<file path="src/common/sleep_ctl_regs.svh">
// register offsets, field positions, reset values and timing figures
// of the sleep mode controller; included by bare name, definitions only
`ifndef SLEEP_CTL_REGS_SVH
`define SLEEP_CTL_REGS_SVH

// byte offsets on the register port
`define REG_CTRL      8'h00
`define REG_IDLE      8'h04
`define REG_STATUS    8'h08
`define REG_LVL_FIRST 8'h10
`define REG_LVL_END   8'h50

// field positions
`define CTRL_EN_BIT     0
`define STATUS_MODE_LSB 0
`define STATUS_LVL_LSB  4
`define LVL_ADDR_LSB    4
`define FLD_ADDR_LSB    2

// per-level field selects inside a level block
`define FLD_SLEEP  2'h0
`define FLD_THRESH 2'h1
`define FLD_RESID  2'h2

// reset values
`define CTRL_RST   1'b0
`define IDLE_RST   16'h0064
`define SLEEP_RST  16'h0064
`define THRESH_RST 16'h0001
`define RESID_RST  16'h03e8

// timing: clock rate, millisecond tick and motion check length
`define CLK_MHZ       100
`define TICK_TIME_US  1000
`define CHECK_TIME_US 2900

`endif

</file>
<file path="src/common/sleep_ctl_pkg.sv">
// types shared by the sleep mode controller and its parameter store
// assumes nothing of its surroundings
package sleep_ctl_pkg;

   // power mode, one-hot
   typedef enum logic [2:0] {
      ST_TRACK = 3'b001,
      ST_INACT = 3'b010,
      ST_CHECK = 3'b100
   } pmode_t;

   typedef logic [1:0] level_t;

endpackage

</file>
<file path="src/common/param_bus_if.sv">
// carrier between the controller and its per-level parameter store
// assumes both ends run on the same clock
`timescale 1ns/100ps
`default_nettype none

interface param_bus_if #(parameter int PW = 16);
   logic                  wr_en;
   sleep_ctl_pkg::level_t wr_lvl;
   logic [1:0]            wr_fld;
   logic [PW-1:0]         wr_data;
   sleep_ctl_pkg::level_t sw_lvl;
   logic [1:0]            sw_fld;
   logic [PW-1:0]         sw_data;
   sleep_ctl_pkg::level_t fsm_lvl;
   logic [PW-1:0]         fsm_sleep;
   logic [PW-1:0]         fsm_thresh;
   logic [PW-1:0]         fsm_resid;

   modport ctrl (output wr_en, wr_lvl, wr_fld, wr_data, sw_lvl, sw_fld, fsm_lvl,
                 input sw_data, fsm_sleep, fsm_thresh, fsm_resid);
   modport mem  (input wr_en, wr_lvl, wr_fld, wr_data, sw_lvl, sw_fld, fsm_lvl,
                 output sw_data, fsm_sleep, fsm_thresh, fsm_resid);
endinterface

`default_nettype wire

</file>
<file path="src/core/level_param_mem.sv">
// four sets of sleep level settings with registered read ports
// assumes writes come from the controller's register port, same clock
`timescale 1ns/100ps
`default_nettype none
`include "sleep_ctl_regs.svh"

module level_param_mem #(
   parameter int PW = 16
)(
   // clock and reset
   input  wire logic    mclk,
   input  wire logic    rstn,
   // controller side
   param_bus_if.mem     pb
);
   logic [PW-1:0] sleep_t  [4];
   logic [PW-1:0] thresh_t [4];
   logic [PW-1:0] resid_t  [4];

   // one storage slot per level
   for (genvar g = 0; g < 4; g++) begin : g_lvl
      always_ff @(posedge mclk) begin
         if (!rstn) begin
            sleep_t[g]  <= `SLEEP_RST;
            thresh_t[g] <= `THRESH_RST;
            resid_t[g]  <= `RESID_RST;
         end else if (pb.wr_en && pb.wr_lvl == 2'(g)) begin
            if (pb.wr_fld == `FLD_SLEEP)  sleep_t[g]  <= pb.wr_data;
            if (pb.wr_fld == `FLD_THRESH) thresh_t[g] <= pb.wr_data;
            if (pb.wr_fld == `FLD_RESID)  resid_t[g]  <= pb.wr_data;
         end
      end
   end

   // software read port, data one cycle after the address
   always_ff @(posedge mclk) begin
      if (!rstn) begin
         pb.sw_data <= '0;
      end else begin
         unique case (pb.sw_fld)
            `FLD_SLEEP:  pb.sw_data <= sleep_t[pb.sw_lvl];
            `FLD_THRESH: pb.sw_data <= thresh_t[pb.sw_lvl];
            `FLD_RESID:  pb.sw_data <= resid_t[pb.sw_lvl];
            default:     pb.sw_data <= '0;
         endcase
      end
   end

   // sequencer read port, follows the current level one cycle late
   always_ff @(posedge mclk) begin
      if (!rstn) begin
         pb.fsm_sleep  <= `SLEEP_RST;
         pb.fsm_thresh <= `THRESH_RST;
         pb.fsm_resid  <= `RESID_RST;
      end else begin
         pb.fsm_sleep  <= sleep_t[pb.fsm_lvl];
         pb.fsm_thresh <= thresh_t[pb.fsm_lvl];
         pb.fsm_resid  <= resid_t[pb.fsm_lvl];
      end
   end
endmodule

`default_nettype wire

</file>
<file path="src/core/sleep_mode_controller.sv">
// sleep mode controller: moves the sensor among tracking, inactive and
// motion check, stepping through four sleep levels on its own
// assumes motion reports come from same-clock logic of the front end
//
// Behaviour
// - tracking mode senses motion continuously
// - inactive stops sensing, timer wakes device
// - stay inactive sleep time, then check
// - motion found in check enters tracking
// - no motion in check returns inactive
// - wake only when motion reaches threshold
// - four independent sleep level setting sets
// - each level: sleep, threshold, residence
// - residence elapsed moves to next level
// - level transitions run without firmware
// - firmware enable; disabled means always tracking
// - motion check lasts about 2.9 ms
//
// The plain strobed port and the register addresses were chosen for this implementation.
`timescale 1ns/100ps
`default_nettype none
`include "sleep_ctl_regs.svh"

module sleep_mode_controller #(
   parameter int PW        = 16,
   parameter int TICK_CYC  = `TICK_TIME_US * `CLK_MHZ,
   parameter int CHECK_CYC = `CHECK_TIME_US * `CLK_MHZ
)(
   // clock and reset
   input  wire logic        mclk,
   input  wire logic        rstn,
   // register port
   input  wire logic [7:0]  addr,
   input  wire logic [31:0] wdata,
   input  wire logic        wr,
   input  wire logic        rd,
   output logic      [31:0] rdata,
   // motion front end
   input  wire logic        motion_valid,
   input  wire logic [15:0] motion_mag,
   // power state
   output logic             sense_en,
   output logic             wake_pulse,
   output logic      [2:0]  mode,
   output logic      [1:0]  level_out
);
   localparam int TW = $clog2(TICK_CYC + 1);
   localparam int CW = $clog2(CHECK_CYC + 1);
   localparam logic [TW-1:0] TICK_LAST = TW'(TICK_CYC - 1);
   localparam logic [CW-1:0] CHK_LAST  = CW'(CHECK_CYC - 1);
   localparam sleep_ctl_pkg::level_t LAST_LVL = 2'h3;

   sleep_ctl_pkg::pmode_t state;
   sleep_ctl_pkg::pmode_t next_state;
   sleep_ctl_pkg::level_t level;
   sleep_ctl_pkg::level_t next_level;
   logic                  enable;
   logic [PW-1:0]         idle_time;
   logic [TW-1:0]         tick_cnt;
   logic [PW-1:0]         ms_cnt;
   logic [PW-1:0]         res_cnt;
   logic [CW-1:0]         chk_cnt;
   logic [PW:0]           accum;
   logic [31:0]           rdata_q;
   logic                  rd_mem;
   logic                  ms_tick;
   logic                  is_lvl;
   logic                  chg;

   param_bus_if #(.PW(PW)) pb ();

   // four level slots, three settings each
   level_param_mem #(.PW(PW)) u_mem (
      .mclk (mclk),
      .rstn (rstn),
      .pb   (pb.mem)
   );

   // level window decode: four blocks of 16 bytes, three words used
   assign is_lvl = (addr >= `REG_LVL_FIRST) && (addr < `REG_LVL_END)
                   && (addr[3:2] != 2'h3) && (addr[1:0] == 2'h0);

   // writes into the parameter store, and the addresses of both its read ports
   assign pb.wr_en   = wr && is_lvl;
   assign pb.wr_lvl  = 2'(addr[7:`LVL_ADDR_LSB] - 4'h1);
   assign pb.wr_fld  = addr[3:`FLD_ADDR_LSB];
   assign pb.wr_data = wdata[PW-1:0];
   assign pb.sw_lvl  = 2'(addr[7:`LVL_ADDR_LSB] - 4'h1);
   assign pb.sw_fld  = addr[3:`FLD_ADDR_LSB];
   assign pb.fsm_lvl = level;

   // control registers written by firmware
   always_ff @(posedge mclk) begin
      if (!rstn) begin
         enable    <= `CTRL_RST;
         idle_time <= `IDLE_RST;
      end else if (wr) begin
         if (addr == `REG_CTRL) enable    <= wdata[`CTRL_EN_BIT];
         if (addr == `REG_IDLE) idle_time <= wdata[PW-1:0];
      end
   end

   // read data, stands only in the cycle after the strobe
   always_ff @(posedge mclk) begin
      if (!rstn) begin
         rdata_q <= 32'h0000_0000;
         rd_mem  <= 1'b0;
      end else begin
         rd_mem  <= rd && is_lvl;
         rdata_q <= 32'h0000_0000;
         if (rd) begin
            if (addr == `REG_CTRL)
               rdata_q[`CTRL_EN_BIT] <= enable;
            if (addr == `REG_IDLE)
               rdata_q[PW-1:0] <= idle_time;
            if (addr == `REG_STATUS) begin
               rdata_q[`STATUS_MODE_LSB +: 3] <= state;
               rdata_q[`STATUS_LVL_LSB +: 2]  <= level;
            end
         end
      end
   end

   // parameter words come from the store's own output register
   assign rdata = rd_mem ? {{(32-PW){1'b0}}, pb.sw_data} : rdata_q;

   // millisecond time base, restarted on each mode change so that
   // sleep time and the idle time after a mode change are not cut short by a partial tick
   assign chg     = (next_state != state);
   assign ms_tick = (tick_cnt == TICK_LAST);

   always_ff @(posedge mclk) begin
      if (!rstn || chg || ms_tick) tick_cnt <= '0;
      else                         tick_cnt <= tick_cnt + 1'b1;
   end

   // time in the current mode; motion in tracking restarts idle time
   always_ff @(posedge mclk) begin
      if (!rstn || chg) begin
         ms_cnt <= '0;
      end else if (state == sleep_ctl_pkg::ST_TRACK && motion_valid) begin
         ms_cnt <= '0;
      end else if (ms_tick && ms_cnt != '1) begin
         ms_cnt <= ms_cnt + 1'b1;
      end
   end

   // residence at the current level, counts through inactive and check
   always_ff @(posedge mclk) begin
      if (!rstn || next_level != level
          || state == sleep_ctl_pkg::ST_TRACK) begin
         res_cnt <= '0;
      end else if (ms_tick && res_cnt != '1) begin
         res_cnt <= res_cnt + 1'b1;
      end
   end

   // length of the motion check, held at its last count
   always_ff @(posedge mclk) begin
      if (!rstn || state != sleep_ctl_pkg::ST_CHECK) chk_cnt <= '0;
      else if (chk_cnt != CHK_LAST)                  chk_cnt <= chk_cnt + 1'b1;
   end

   // motion gathered during a check; saturates instead of wrapping
   always_ff @(posedge mclk) begin
      if (!rstn || state != sleep_ctl_pkg::ST_CHECK) begin
         accum <= '0;
      end else if (motion_valid) begin
         if (accum + {1'b0, motion_mag[PW-1:0]} < accum) accum <= '1;
         else accum <= accum + {1'b0, motion_mag[PW-1:0]};
      end
   end

   // mode sequencer, runs with no firmware help
   always_comb begin
      next_state = state;
      next_level = level;
      unique case (state)
         sleep_ctl_pkg::ST_TRACK: begin
            // quiet long enough: drop to first level
            if (ms_cnt >= idle_time && !motion_valid) begin
               next_state = sleep_ctl_pkg::ST_INACT;
               next_level = 2'h0;
            end
         end
         sleep_ctl_pkg::ST_INACT: begin
            if (ms_cnt >= pb.fsm_sleep)
               next_state = sleep_ctl_pkg::ST_CHECK;
         end
         sleep_ctl_pkg::ST_CHECK: begin
            if (accum >= {1'b0, pb.fsm_thresh}) begin
               next_state = sleep_ctl_pkg::ST_TRACK;
               next_level = 2'h0;
            end else if (chk_cnt == CHK_LAST) begin
               next_state = sleep_ctl_pkg::ST_INACT;
               // step down once residence is used up
               if (res_cnt >= pb.fsm_resid && level != LAST_LVL)
                  next_level = level + 2'h1;
            end
         end
      endcase
      // disabled: pinned in tracking, no wake latency
      if (!enable) begin
         next_state = sleep_ctl_pkg::ST_TRACK;
         next_level = 2'h0;
      end
   end

   // mode and level registers
   always_ff @(posedge mclk) begin
      if (!rstn) begin
         state <= sleep_ctl_pkg::ST_TRACK;
         level <= 2'h0;
      end else begin
         state <= next_state;
         level <= next_level;
      end
   end

   // sensing is off only while inactive
   always_ff @(posedge mclk) begin
      if (!rstn) sense_en <= 1'b1;
      else       sense_en <= (next_state != sleep_ctl_pkg::ST_INACT);
   end

   // timer wake event that starts the motion check
   always_ff @(posedge mclk) begin
      if (!rstn) wake_pulse <= 1'b0;
      else       wake_pulse <= (state == sleep_ctl_pkg::ST_INACT)
                               && (next_state == sleep_ctl_pkg::ST_CHECK);
   end

   assign mode      = state;
   assign level_out = level;
endmodule

`default_nettype wire

</file>
<file path="config.mk">
export PLATFORM = sky130hd
export DESIGN_NAME = sleep_mode_controller
export DESIGN_NICKNAME = d
export VERILOG_FILES = /design/src/common/sleep_ctl_pkg.sv /design/src/common/param_bus_if.sv /design/src/core/level_param_mem.sv /design/src/core/sleep_mode_controller.sv
export VERILOG_INCLUDE_DIRS = /design/src /design/src/common
export SDC_FILE = /design/constraint.sdc
export NUM_CORES = 1
export LEC_CHECK = 0
export BUFFER_PORTS_ARGS = -buffer_cell sky130_fd_sc_hd__clkbuf_2
export CORE_MARGIN = 8
export CORE_UTILIZATION = 50
export DETAILED_ROUTE_END_ITERATION = 12
export PLACE_DENSITY = 0.71
export SYNTH_ARGS = -nofsm -noshare
export SYNTH_HDL_FRONTEND = slang
export SYNTH_SLANG_ARGS = --single-unit
</file>
<file path="constraint.sdc">
create_clock -name mclk -period 5.31 [get_ports mclk]
set_input_delay 1.062 -clock mclk [delete_from_list [all_inputs] [get_ports mclk]]
set_output_delay 1.062 -clock mclk [all_outputs]
set_load 0.05 [all_outputs]
</file>
==> results.yml, run 1 <==
logic_synthesis:
  synth.ff_latch_count: 382
  synth-xor-area-share_pct: 3.24
  yosys_warnings: 0
  syn_area_per_cell_um2: 11.3
  async_flop_share_pct: 0
  synth_top_family_by_area: "simple AND/OR/NAND/NOR gates"
  synthAdderAreaFrac_pct: 6.80
  synth_compound_area_share_pct: 6.86
  yosysSeqAreaShare_pct: 47.9
  ys.flop_type: "edfxtp_1"
  synth-simple-area-share_pct: 17.7
  synth_cell_types: 68
  yosys-mux-area-fraction_pct: 12.9
  synth-edff-count: 192
  synthCells: 1765
  synth_area_um2: 20000
timing:
  period_share_pct: 85.2
  tightest_slew_ns: 1.19
  fmaxAchievable_mhz: 221
  skew_ns: 0.0335
  max_slew_margin_pct: 20.7
  finalHoldViolations: 0
  setup_viol: 0
  maxSlewViolCount: 0
  layout_min_cycle_time_ns: 4.52
  tns_ns: 0
  rsz0062_at_grt: "false"
  worst_slack_ns: 0.788
placement:
  pre_cts_ws_ns: 0.296
  numPortBuffers: 67
  gp_congestion: 0.890
  dp_hpwl_mm: 36.1
  placed_area_um2: 20900
floorplanning:
  core_um2: 39600
  die_h_um: 216
  initial_core_util_pct: 50.4
  die_w_um: 216
  die_area_um2: 46600
  ios: 100
  std_cell_rows: 73
global_route:
  grt_pass1_vias: 14000
  grt_overflow: 0
  antenna_found_initial: 4
  grt_pass1_wl_mm: 79.4
  grt_max_degree: 55
  groute.usage.overall_pct: 21.5
final_layout:
  register_area_um2: 9570
  fillers: 3350
  final_layout_size_suffix_gt1_share_pct: 17.6
  nets: 1983
  area_growth_pct: 11.0
  multi_input_area_um2: 9600
  final_area_um2: 22200
routing:
  wire_per_inst_um: 21.4
  num_vias: 14000
  drc_errors: 0
  drt-total-wl_mm: 50.8
  drt_pass1_iterations: 5
  detail-route-antenna-nets: 0
  initialDrtViolationCount: 1255
  viasPerCell: 5.90
pwr:
  peakVddDrop_uv: 192
  leakage_nw: 8.21
  power_w: 0.00658
  p_per_area_nw_per_um2: 297
critical_path:
  crit_arrival_ns: 4.99
  worst_setup_path_start_kind: "primary input"
  critPathMaxFanout: 11
  crit_type: "in2reg"
  crit_required_ns: 5.78
  crit_path_end_kind: "flip-flop"
cts:
  cts-htree-levels: 2
  cts_tree: "built"
  clock_sinks: 382
  ctsHoldBuffers: 0
  ctsResizeCount: 0
  clkSlewWorstSetupHoldPaths_ns: 0.06
  postCtsSetupRepairBufs: 0
  clk_latency_ns: 0.56
  root_buffer: "clkbuf_16"
  clk_path_buf_depth: 3
  cts_made_buffers: 42
min_path:
  hp-class: "reg2reg"
job:
  maxCapViolCount: 0
outcome:
  status: "completed"
critical path: stages:
cell and delay [ns]:
clkbuf_2 0.09, ha_1 0.19, inv_1 0.07, fa_1 0.40, nor2b_1 0.16, o31ai_1 0.12
a21oi_1 0.29, a21oi_1 0.15, o21bai_1 0.15, a21oi_1 0.09, xnor2_1 0.22, ha_1 0.29
a21o_1 0.19, a21o_1 0.17, a31oi_1 0.21, nand2_1 0.07, o31ai_1 0.26, mux2i_1 0.20
nand2_1 0.24, buf_12 0.17, o221a_2 0.18
Yosys cell counts (all sizes together) (3+ instances only):
cell type | count | area, um^2
a2111oi | 4 | 35.0
a211o | 4 | 35.0
a211oi | 4 | 30.0
a21boi | 3 | 22.5
a21o | 12 | 90.1
a21oi | 74 | 370
a22o | 4 | 35.0
a31oi | 9 | 56.3
and2 | 192 | 1200
and3 | 17 | 106
and4 | 7 | 61.3
buf | 37 | 224
clkbuf | 80 | 300
dfxtp | 190 | 3800
edfxtp | 192 | 5770
ha | 107 | 1340
inv | 100 | 375
mux2 | 18 | 206
mux2i | 22 | 220
mux4 | 96 | 2160
nand2 | 84 | 315
nand2b | 20 | 125
nand3 | 39 | 200
nand4 | 19 | 119
nor2 | 126 | 473
nor2b | 8 | 50.1
nor3 | 38 | 190
nor3b | 7 | 52.6
nor4 | 28 | 294
nor4b | 4 | 41.3
o211ai | 8 | 60.1
o21a | 9 | 67.6
o21ai | 38 | 190
o21bai | 4 | 30.0
o221a | 15 | 169
o31ai | 8 | 73.8
or3 | 43 | 269
xnor2 | 40 | 350
xor2 | 34 | 298
report_power, final:
part	switching (W)	internal [W]	total, W
Clock	0.00117	0.00167	0.00284
Combinational	0.000289	0.000190	0.000479
Sequential	0.0000616	0.00320	0.00326
sequential cells by signal (all words and copies together) (netlist names), 3 cells and up:
signal / flops
accum: 17
chk_cnt: 19
idle_time: 16
mode: 3
ms_cnt: 16
rdata_q: 16
res_cnt: 16
tick_cnt: 17
u_mem.pb.fsm_resid: 16
u_mem.pb.fsm_sleep: 16
u_mem.pb.fsm_thresh: 16
u_mem.pb.sw_data: 16
u_mem.resid_t: 64
u_mem.sleep_t: 64
u_mem.thresh_t: 64
cells by family after synthesis:
logic type,after synthesis
multiplexers,136
XOR/XNOR,74
buffers and inverters,218
flip-flops,382
adder cells (fa/ha/maj),108
AO/OA/AOI/OAI,208
other,1
AND/OR/NAND/NOR,638
cell usage in the layout, fill, tap and decap left out, drive strengths merged, types with 17 or more instances in the layout:
| cell type | instances |
|---|---|
| xnor2 | 40 |
| inv | 101 |
| ha | 107 |
| or3 | 43 |
| clkinv | 18 |
| buf | 41 |
| mux2i | 22 |
| and3 | 17 |
| mux4 | 96 |
| nor3 | 38 |
| o21ai | 38 |
| and2 | 192 |
| clkbuf | 120 |
| nand3 | 39 |
| nor2 | 126 |
| xor2 | 34 |
| dfxtp | 190 |
| mux2 | 18 |
| a21oi | 74 |
| nor4 | 28 |
| nand2 | 84 |
| nand2b | 20 |
| nand4 | 19 |
| edfxtp | 192 |
stage by stage:
| stage | hold WS, ns | cells | utilization [%] |
|---|---|---|---|
| after global routing | 0.488 | 2370 | 56.0 |
| final | 0.462 | 2371 | 56.0 |
| after CTS | 0.462 | 2370 | 56.0 |
| after global placement | 0.447 | 2295 | 52.6 |
| after detailed placement | 0.450 | 2295 | 52.6 |
| after floorplan | 0.436 | 1780 | - |
layout make-up:
class | count | area share (%)
antenna | 1 | 0.0113
clock inverter | 21 | 0.806
sequential | 382 | 43.1
multi-input combinational | 1180 | 43.3
timing repair buffer | 107 | 2.93
inverter | 101 | 1.71
tap | 525 | 2.96
clock buffer | 54 | 5.18
path summary, 6_finish.rpt:
kind	cells after the start	slack, ns	startpoint	to
worst max-delay path	21	0.79	motion_mag[0]	accum[15]$_SDFFE_PP0P_
worst min-delay path	2	0.46	idle_time[15]$_SDFFE_PN0P_	idle_time[15]$_SDFFE_PN0P_
worst max register to register	20	0.98	accum[0]$_SDFFE_PP0P_	accum[15]$_SDFFE_PP0P_
worst min register to register	2	0.46	idle_time[15]$_SDFFE_PN0P_	idle_time[15]$_SDFFE_PN0P_
metal layers:
layer	share of wire, %	global-route usage [%]
met5	0.077	0
met4	2.6	6.58
met3	7.4	4.36
met2	49	36.0
met1	41	27.9
No activity file was read; power rests on OpenSTA's default activity.
==> run 2, diff against run 1 <==
Settings changed: ABC_AREA set to 1.
==> run 2 against run 1 <==
Worst setup slack better by 0.87 ns. Worst hold slack worse by 0.018 ns. Largest cell class is now flip-flops and latches. Highest routed layer unchanged. Sequential power about the same. Via count rose by 25%.
==> results.yml, run 2 <==
cts:
  clk_latency_ns: 0.54
  root_buffer: "clkbuf_16"
  cts_made_buffers: 41
  clkSlewWorstSetupHoldPaths_ns: 0.06
  ctsResizeCount: 0
  clk_path_buf_depth: 3
  cts-htree-levels: 2
  postCtsSetupRepairBufs: 0
  ctsHoldBuffers: 0
  cts_tree: "built"
  clock_sinks: 382
logic_synthesis:
  synth_area_um2: 20700
  yosys_warnings: 0
  synth_most_common_cell: "nor2_1"
  synth_top_area_cell: "edfxtp_1"
  synth_top_area_share_pct: 27.9
  async_flop_share_pct: 0
  synth-edff-count: 192
  syn_area_per_cell_um2: 8.14
  synth_cell_types: 56
  synthTopCellsByArea: "edfxtp_1, dfxtp_1, a21oi_1"
  yosysSeqAreaShare_pct: 46.3
  synth.ff_latch_count: 382
  synthCells: 2539
  synth_common_cells: "nor2_1, inv_1, nand2_1"
  ys.flop_type: "edfxtp_1"
critical_path:
  crit_path_end_kind: "flip-flop"
  crit_required_ns: 5.77
  worstReg2RegEnd: "accum[13]$_SDFFE_PP0P_"
  worst_setup_path_start_kind: "primary input"
  r2r_cells: 17
  crit_start: "addr[4]"
  critPathMaxFanout: 108
  r2r_setup_slack_ns: 1.86
  crit_path_end: "u_mem.pb.sw_data[6]$_SDFF_PN0_"
  crit_arrival_ns: 4.11
  rr_startpoint: "accum[0]$_SDFFE_PP0P_"
  crit_type: "in2reg"
floorplanning:
  die_area_um2: 48100
  die_w_um: 219
  std_cell_rows: 74
  initial_core_util_pct: 50.6
  die_h_um: 219
  core_um2: 40800
  ios: 100
timing:
  max_slew_margin_pct: 23.5
  fmaxAchievable_mhz: 274
  maxSlewViolCount: 0
  period_share_pct: 68.8
  tns_ns: 0
  finalHoldViolations: 0
  tightest_slew_ns: 1.15
  skew_ns: 0.0239
  layout_min_cycle_time_ns: 3.65
  setup_viol: 0
  rsz0062_at_grt: "false"
global_route:
  grt_overflow: 0
  antenna_found_initial: 2
  grt_max_degree: 109
  groute.usage.overall_pct: 23.4
  grt_pass1_vias: 16800
  grt_pass1_wl_mm: 89.4
final_layout:
  utilization_pct: 55.1
  area_growth_pct: 8.88
  final_common_cell: "nor2_1"
  layout.cells.most_common_list: "nor2_1, inv_1, nand2_1"
  final_layout_size_suffix_gt1_share_pct: 9.14
  nets: 2710
  reg_top3: "u_mem.resid_t: 64 flops, u_mem.sleep_t: 64 flops, u_mem.thresh_t: 64 flops"
  final_area_um2: 22500
routing:
  drt-total-wl_mm: 57.6
  drc_errors: 0
  viasPerCell: 5.63
  detail-route-antenna-nets: 0
  initialDrtViolationCount: 2082
  wire_per_inst_um: 18.5
  num_vias: 17500
  drt_pass1_iterations: 6
outcome:
  status: "completed"
pwr:
  leakage_nw: 9.28
  p_per_area_nw_per_um2: 289
  peakVddDrop_uv: 199
placement:
  dp_hpwl_mm: 39.7
  numPortBuffers: 67
  placed_area_um2: 21200
  gp_congestion: 0.899
min_path:
  hp-class: "reg2reg"
job:
  maxCapViolCount: 0
run 2: cell count changes in the layout (fill, tap and decap cells not counted), moves of 26 or more:
cell      before  now
mux4_2        96    0
a21oi_1       74  276
and2_1       192    0
nor2_1       126  352
inv_1         99  345
o211ai_1       8   59
buf_4         40   14
nand2_1       84  338
o21ai_0       22  210
or3_1         43    0
xnor2_1       40   11
run 2: layout make-up:
cell class	count	area (um^2)
flip-flops and latches	382	9570
inverters	363	1370
fillers	3604	18300
well taps	532	666
clock buffers	68	1210
clock inverters	6	62.6
multi-input cells	1672	9180
repair buffers	81	440
diodes	1	2.50
run 2: worst min path at each step:
stage | from | end | slack (ns) | cells past startpoint
detailed placement | tick_cnt[0]$_SDFF_PP0_ | tick_cnt[0]$_SDFF_PP0_ | 0.44 | 1
finish | tick_cnt[0]$_SDFF_PP0_ | tick_cnt[0]$_SDFF_PP0_ | 0.44 | 1
global placement | tick_cnt[0]$_SDFF_PP0_ | tick_cnt[0]$_SDFF_PP0_ | 0.43 | 1
CTS | tick_cnt[0]$_SDFF_PP0_ | tick_cnt[0]$_SDFF_PP0_ | 0.45 | 1
floorplan | tick_cnt[0]$_SDFF_PP0_ | tick_cnt[0]$_SDFF_PP0_ | 0.42 | 1
global route | tick_cnt[0]$_SDFF_PP0_ | tick_cnt[0]$_SDFF_PP0_ | 0.46 | 1
run 2: worst max-delay path, stage by stage:
cell      delay (ns)
clkbuf_2        0.40
inv_4           0.19
buf_4           0.48
buf_4           0.84
o21ai_0         0.28
a21oi_1         0.41
o21ai_0         0.18
inv_1           0.18
run 2: power breakdown:
part	switching [W]	internal, W
sequential	0.0000440	0.00320
combinational	0.000380	0.000133
clock	0.00115	0.00161
run 2: cells by family (layout without fill, tap and decap cells):
kind of cell	Yosys count	after routing	synth area share [%]
DFF	382	382	46.3
muxes	18	18	0.969
AOI/OAI and AO/OA	603	603	16.1
other	1	17	0.0181
buffers and inverters	500	518	9.58
xor gates and xnor gates	56	56	2.37
adders and majority gates	108	108	6.57
and+or+nand+nor	871	871	18.1
run 2: per-layer routing:
metal | GRT usage (%) | share of wire, % | vias up
li1 | - | - | 8382
met1 | 30.7 | 41 | 8197
met2 | 37.7 | 46 | 767
met3 | 3.86 | 8.3 | 147
met4 | 10.3 | 4.3 | 2
met5 | 0 | 0.016 | -
run 2: stage by stage:
stage	hold slack, ns	power [W]	cells	worst slack (ns)
finish	0.445	0.00651	3105	1.66
global route	0.464	0.00671	3104	1.39
global placement	0.430	0.00379	3030	1.25
detailed placement	0.435	0.00381	3030	1.19
CTS	0.449	0.00652	3104	1.71
floorplan	0.418	0.00363	2554	1.70
==> run 3, diff against run 2 <==
Clock period 5.31 ns to 3.4 ns, I/O delays scaled along.
==> run 3 against run 2 <==
Final cell count rose by 0.87%. Combinational power rose by 60%. Worst setup slack got worse by 1.4 ns. Sequential share of layout area fell by 0.66 points. Via count rose by 0.46%. Critical path depth rose by 10. First-iteration DRC count rose by 1.5%. Register-to-register slack got worse by 1.6 ns. Design area rose by 1.6%. Clock-buffer cell count fell by 14. Non-clock buffer count rose by 28. Critical path type is now reg2reg. Largest cell class unchanged.
==> results.yml, run 3 (synthesis gave the netlist of run 2 again) <==
pwr:
  leakage_nw: 9.48
  p_sw_share_pct: 24.0
  p_clk_share_pct: 43.6
  peakVddDrop_uv: 376
  seq_power_share_pct: 48.6
  p_comb_share_pct: 7.9
  switching_power_w: 0.00251
  p_per_area_nw_per_um2: 457
  intPower_w: 0.00794
critical_path:
  crit_arrival_ns: 3.57
  crit_start: "accum[0]$_SDFFE_PP0P_"
  crit_top_cell: "nor2_1"
  crit_family: "simple AND/OR/NAND/NOR gates"
  crit_chain: "ha_1, inv_1, fa_1, nand3b_1, nand2_1, nand3_1, nand2_1, a31oi_1, xor2_1, ha_1, a21oi_1, nor2_1, a211oi_2, nor2_1, nor2_1, nand3_2, buf_12, a21oi_1"
  r2r_cells: 18
  path_buf_inv: 2
  crit_path_end: "accum[9]$_SDFFE_PP0P_"
  crit_slowest_cell: "dfxtp_1"
  rr_startpoint: "accum[0]$_SDFFE_PP0P_"
  crit_path_end_kind: "flip-flop"
  critPathMaxFanout: 17
  worstReg2RegEnd: "accum[9]$_SDFFE_PP0P_"
  r2r_setup_slack_ns: 0.30
  max_stage_delay_ns: 0.38
  crit_type: "reg2reg"
  crit_required_ns: 3.88
  worst_setup_path_start_kind: "flip-flop"
  cp_num_cells: 18
timing:
  tns_ns: 0
  worst_slack_ns: 0.304
  layout_min_cycle_time_ns: 3.10
  setup_viol: 0
  skew_ns: 0.0223
  max_slew_margin_pct: 29.7
  rsz0062_at_grt: "false"
  period_share_pct: 91.1
  maxSlewViolCount: 0
  finalHoldViolations: 0
  hold_ws_ns: 0.431
  tightest_slew_ns: 1.05
  fmaxAchievable_mhz: 323
cts:
  ctsHoldBuffers: 0
  clock_sinks: 382
  cts_tree: "built"
  clkSlewWorstSetupHoldPaths_ns: 0.06
  clk_latency_ns: 0.57
  clk_path_buf_depth: 3
  cts-htree-levels: 2
  root_buffer: "clkbuf_16"
  cts_made_buffers: 41
final_layout:
  final_layout_size_suffix_gt1_share_pct: 10.4
  layout.cells.most_common_list: "nor2_1, inv_1, nand2_1"
  nets: 2738
  diodes: 0
  register_area_um2: 9570
  multi_input_area_um2: 9180
  reg_top3: "u_mem.resid_t: 64 flops, u_mem.sleep_t: 64 flops, u_mem.thresh_t: 64 flops"
  final_common_cell: "nor2_1"
  area_growth_pct: 10.6
  fillers: 3639
  final_area_um2: 22900
routing:
  initialDrtViolationCount: 2113
  drt-total-wl_mm: 57.5
  viasPerCell: 5.61
  detail-route-antenna-nets: 0
  drc_errors: 0
  num_vias: 17600
  wire_per_inst_um: 18.4
  drt_pass1_iterations: 7
global_route:
  grt_pass1_vias: 16800
  antenna_found_initial: 0
  grt_overflow: 0
  grt_max_degree: 170
  groute.usage.overall_pct: 23.5
  grt_pass1_wl_mm: 89.6
placement:
  placed_area_um2: 21500
  dp_hpwl_mm: 39.9
  numPortBuffers: 67
  gp_congestion: 0.902
  pre_cts_ws_ns: -0.0821
floorplanning:
  core_um2: 40800
  die_area_um2: 48100
  std_cell_rows: 74
  ios: 100
  die_w_um: 219
  initial_core_util_pct: 50.6
  die_h_um: 219
min_path:
  holdPathStages: 2
  hp-class: "in2reg"
outcome:
  status: "completed"
job:
  maxCapViolCount: 0
## run 3: routing by layer
layer / global-route usage, % / wire length [um]
met4: 10.0 / 2310
met1: 31.1 / 24200
met5: 0 / 0
met2: 38.1 / 26400
met3: 3.70 / 4600
## run 3: timing repair
item                                    CTS  global route
endpoints found under the setup margin    0             4
gates resized for setup                   0             1
setup buffers                             0             1
## run 3: worst min path at each step
stage	startpoint	end	slack (ns)
floorplan	tick_cnt[0]$_SDFF_PP0_	tick_cnt[0]$_SDFF_PP0_	0.42
global placement	tick_cnt[0]$_SDFF_PP0_	tick_cnt[0]$_SDFF_PP0_	0.43
detailed placement	tick_cnt[0]$_SDFF_PP0_	tick_cnt[0]$_SDFF_PP0_	0.45
CTS	wr	enable$_SDFFE_PN0P_	0.40
global route	wr	enable$_SDFFE_PN0P_	0.42
finish	wr	enable$_SDFFE_PN0P_	0.43
## run 3: power by group through the flow
| stage | sequential [W] | combinational [W] | clock, W |
|---|---|---|---|
| 2_1_floorplan | 0.00514 | 0.000540 | 0 |
| 3_3_place_gp | 0.00516 | 0.000782 | 0 |
| 3_5_place_dp | 0.00517 | 0.000802 | 0 |
| 4_1_cts | 0.00507 | 0.000807 | 0.00460 |
| 5_1_grt | 0.00509 | 0.000897 | 0.00480 |
| 6_report | 0.00507 | 0.000823 | 0.00455 |
## run 3: stage by stage
step	utilization, %	instances	total power (W)
6_report	56.0	3132	0.0104
3_3_place_gp	52.6	3057	0.00594
2_1_floorplan	-	2554	0.00568
5_1_grt	56.0	3132	0.0108
3_5_place_dp	52.6	3057	0.00597
4_1_cts	56.0	3131	0.0105
## run 3: cell type report
class	count	share of cell area [%]
Timing Repair Buffer	109	3.12
Clock inverter	20	1.02
Tap cell	532	2.91
Inverter	363	5.97
Clock buffer	54	4.92
Multi-Input combinational cell	1672	40.2
Sequential cell	382	41.9
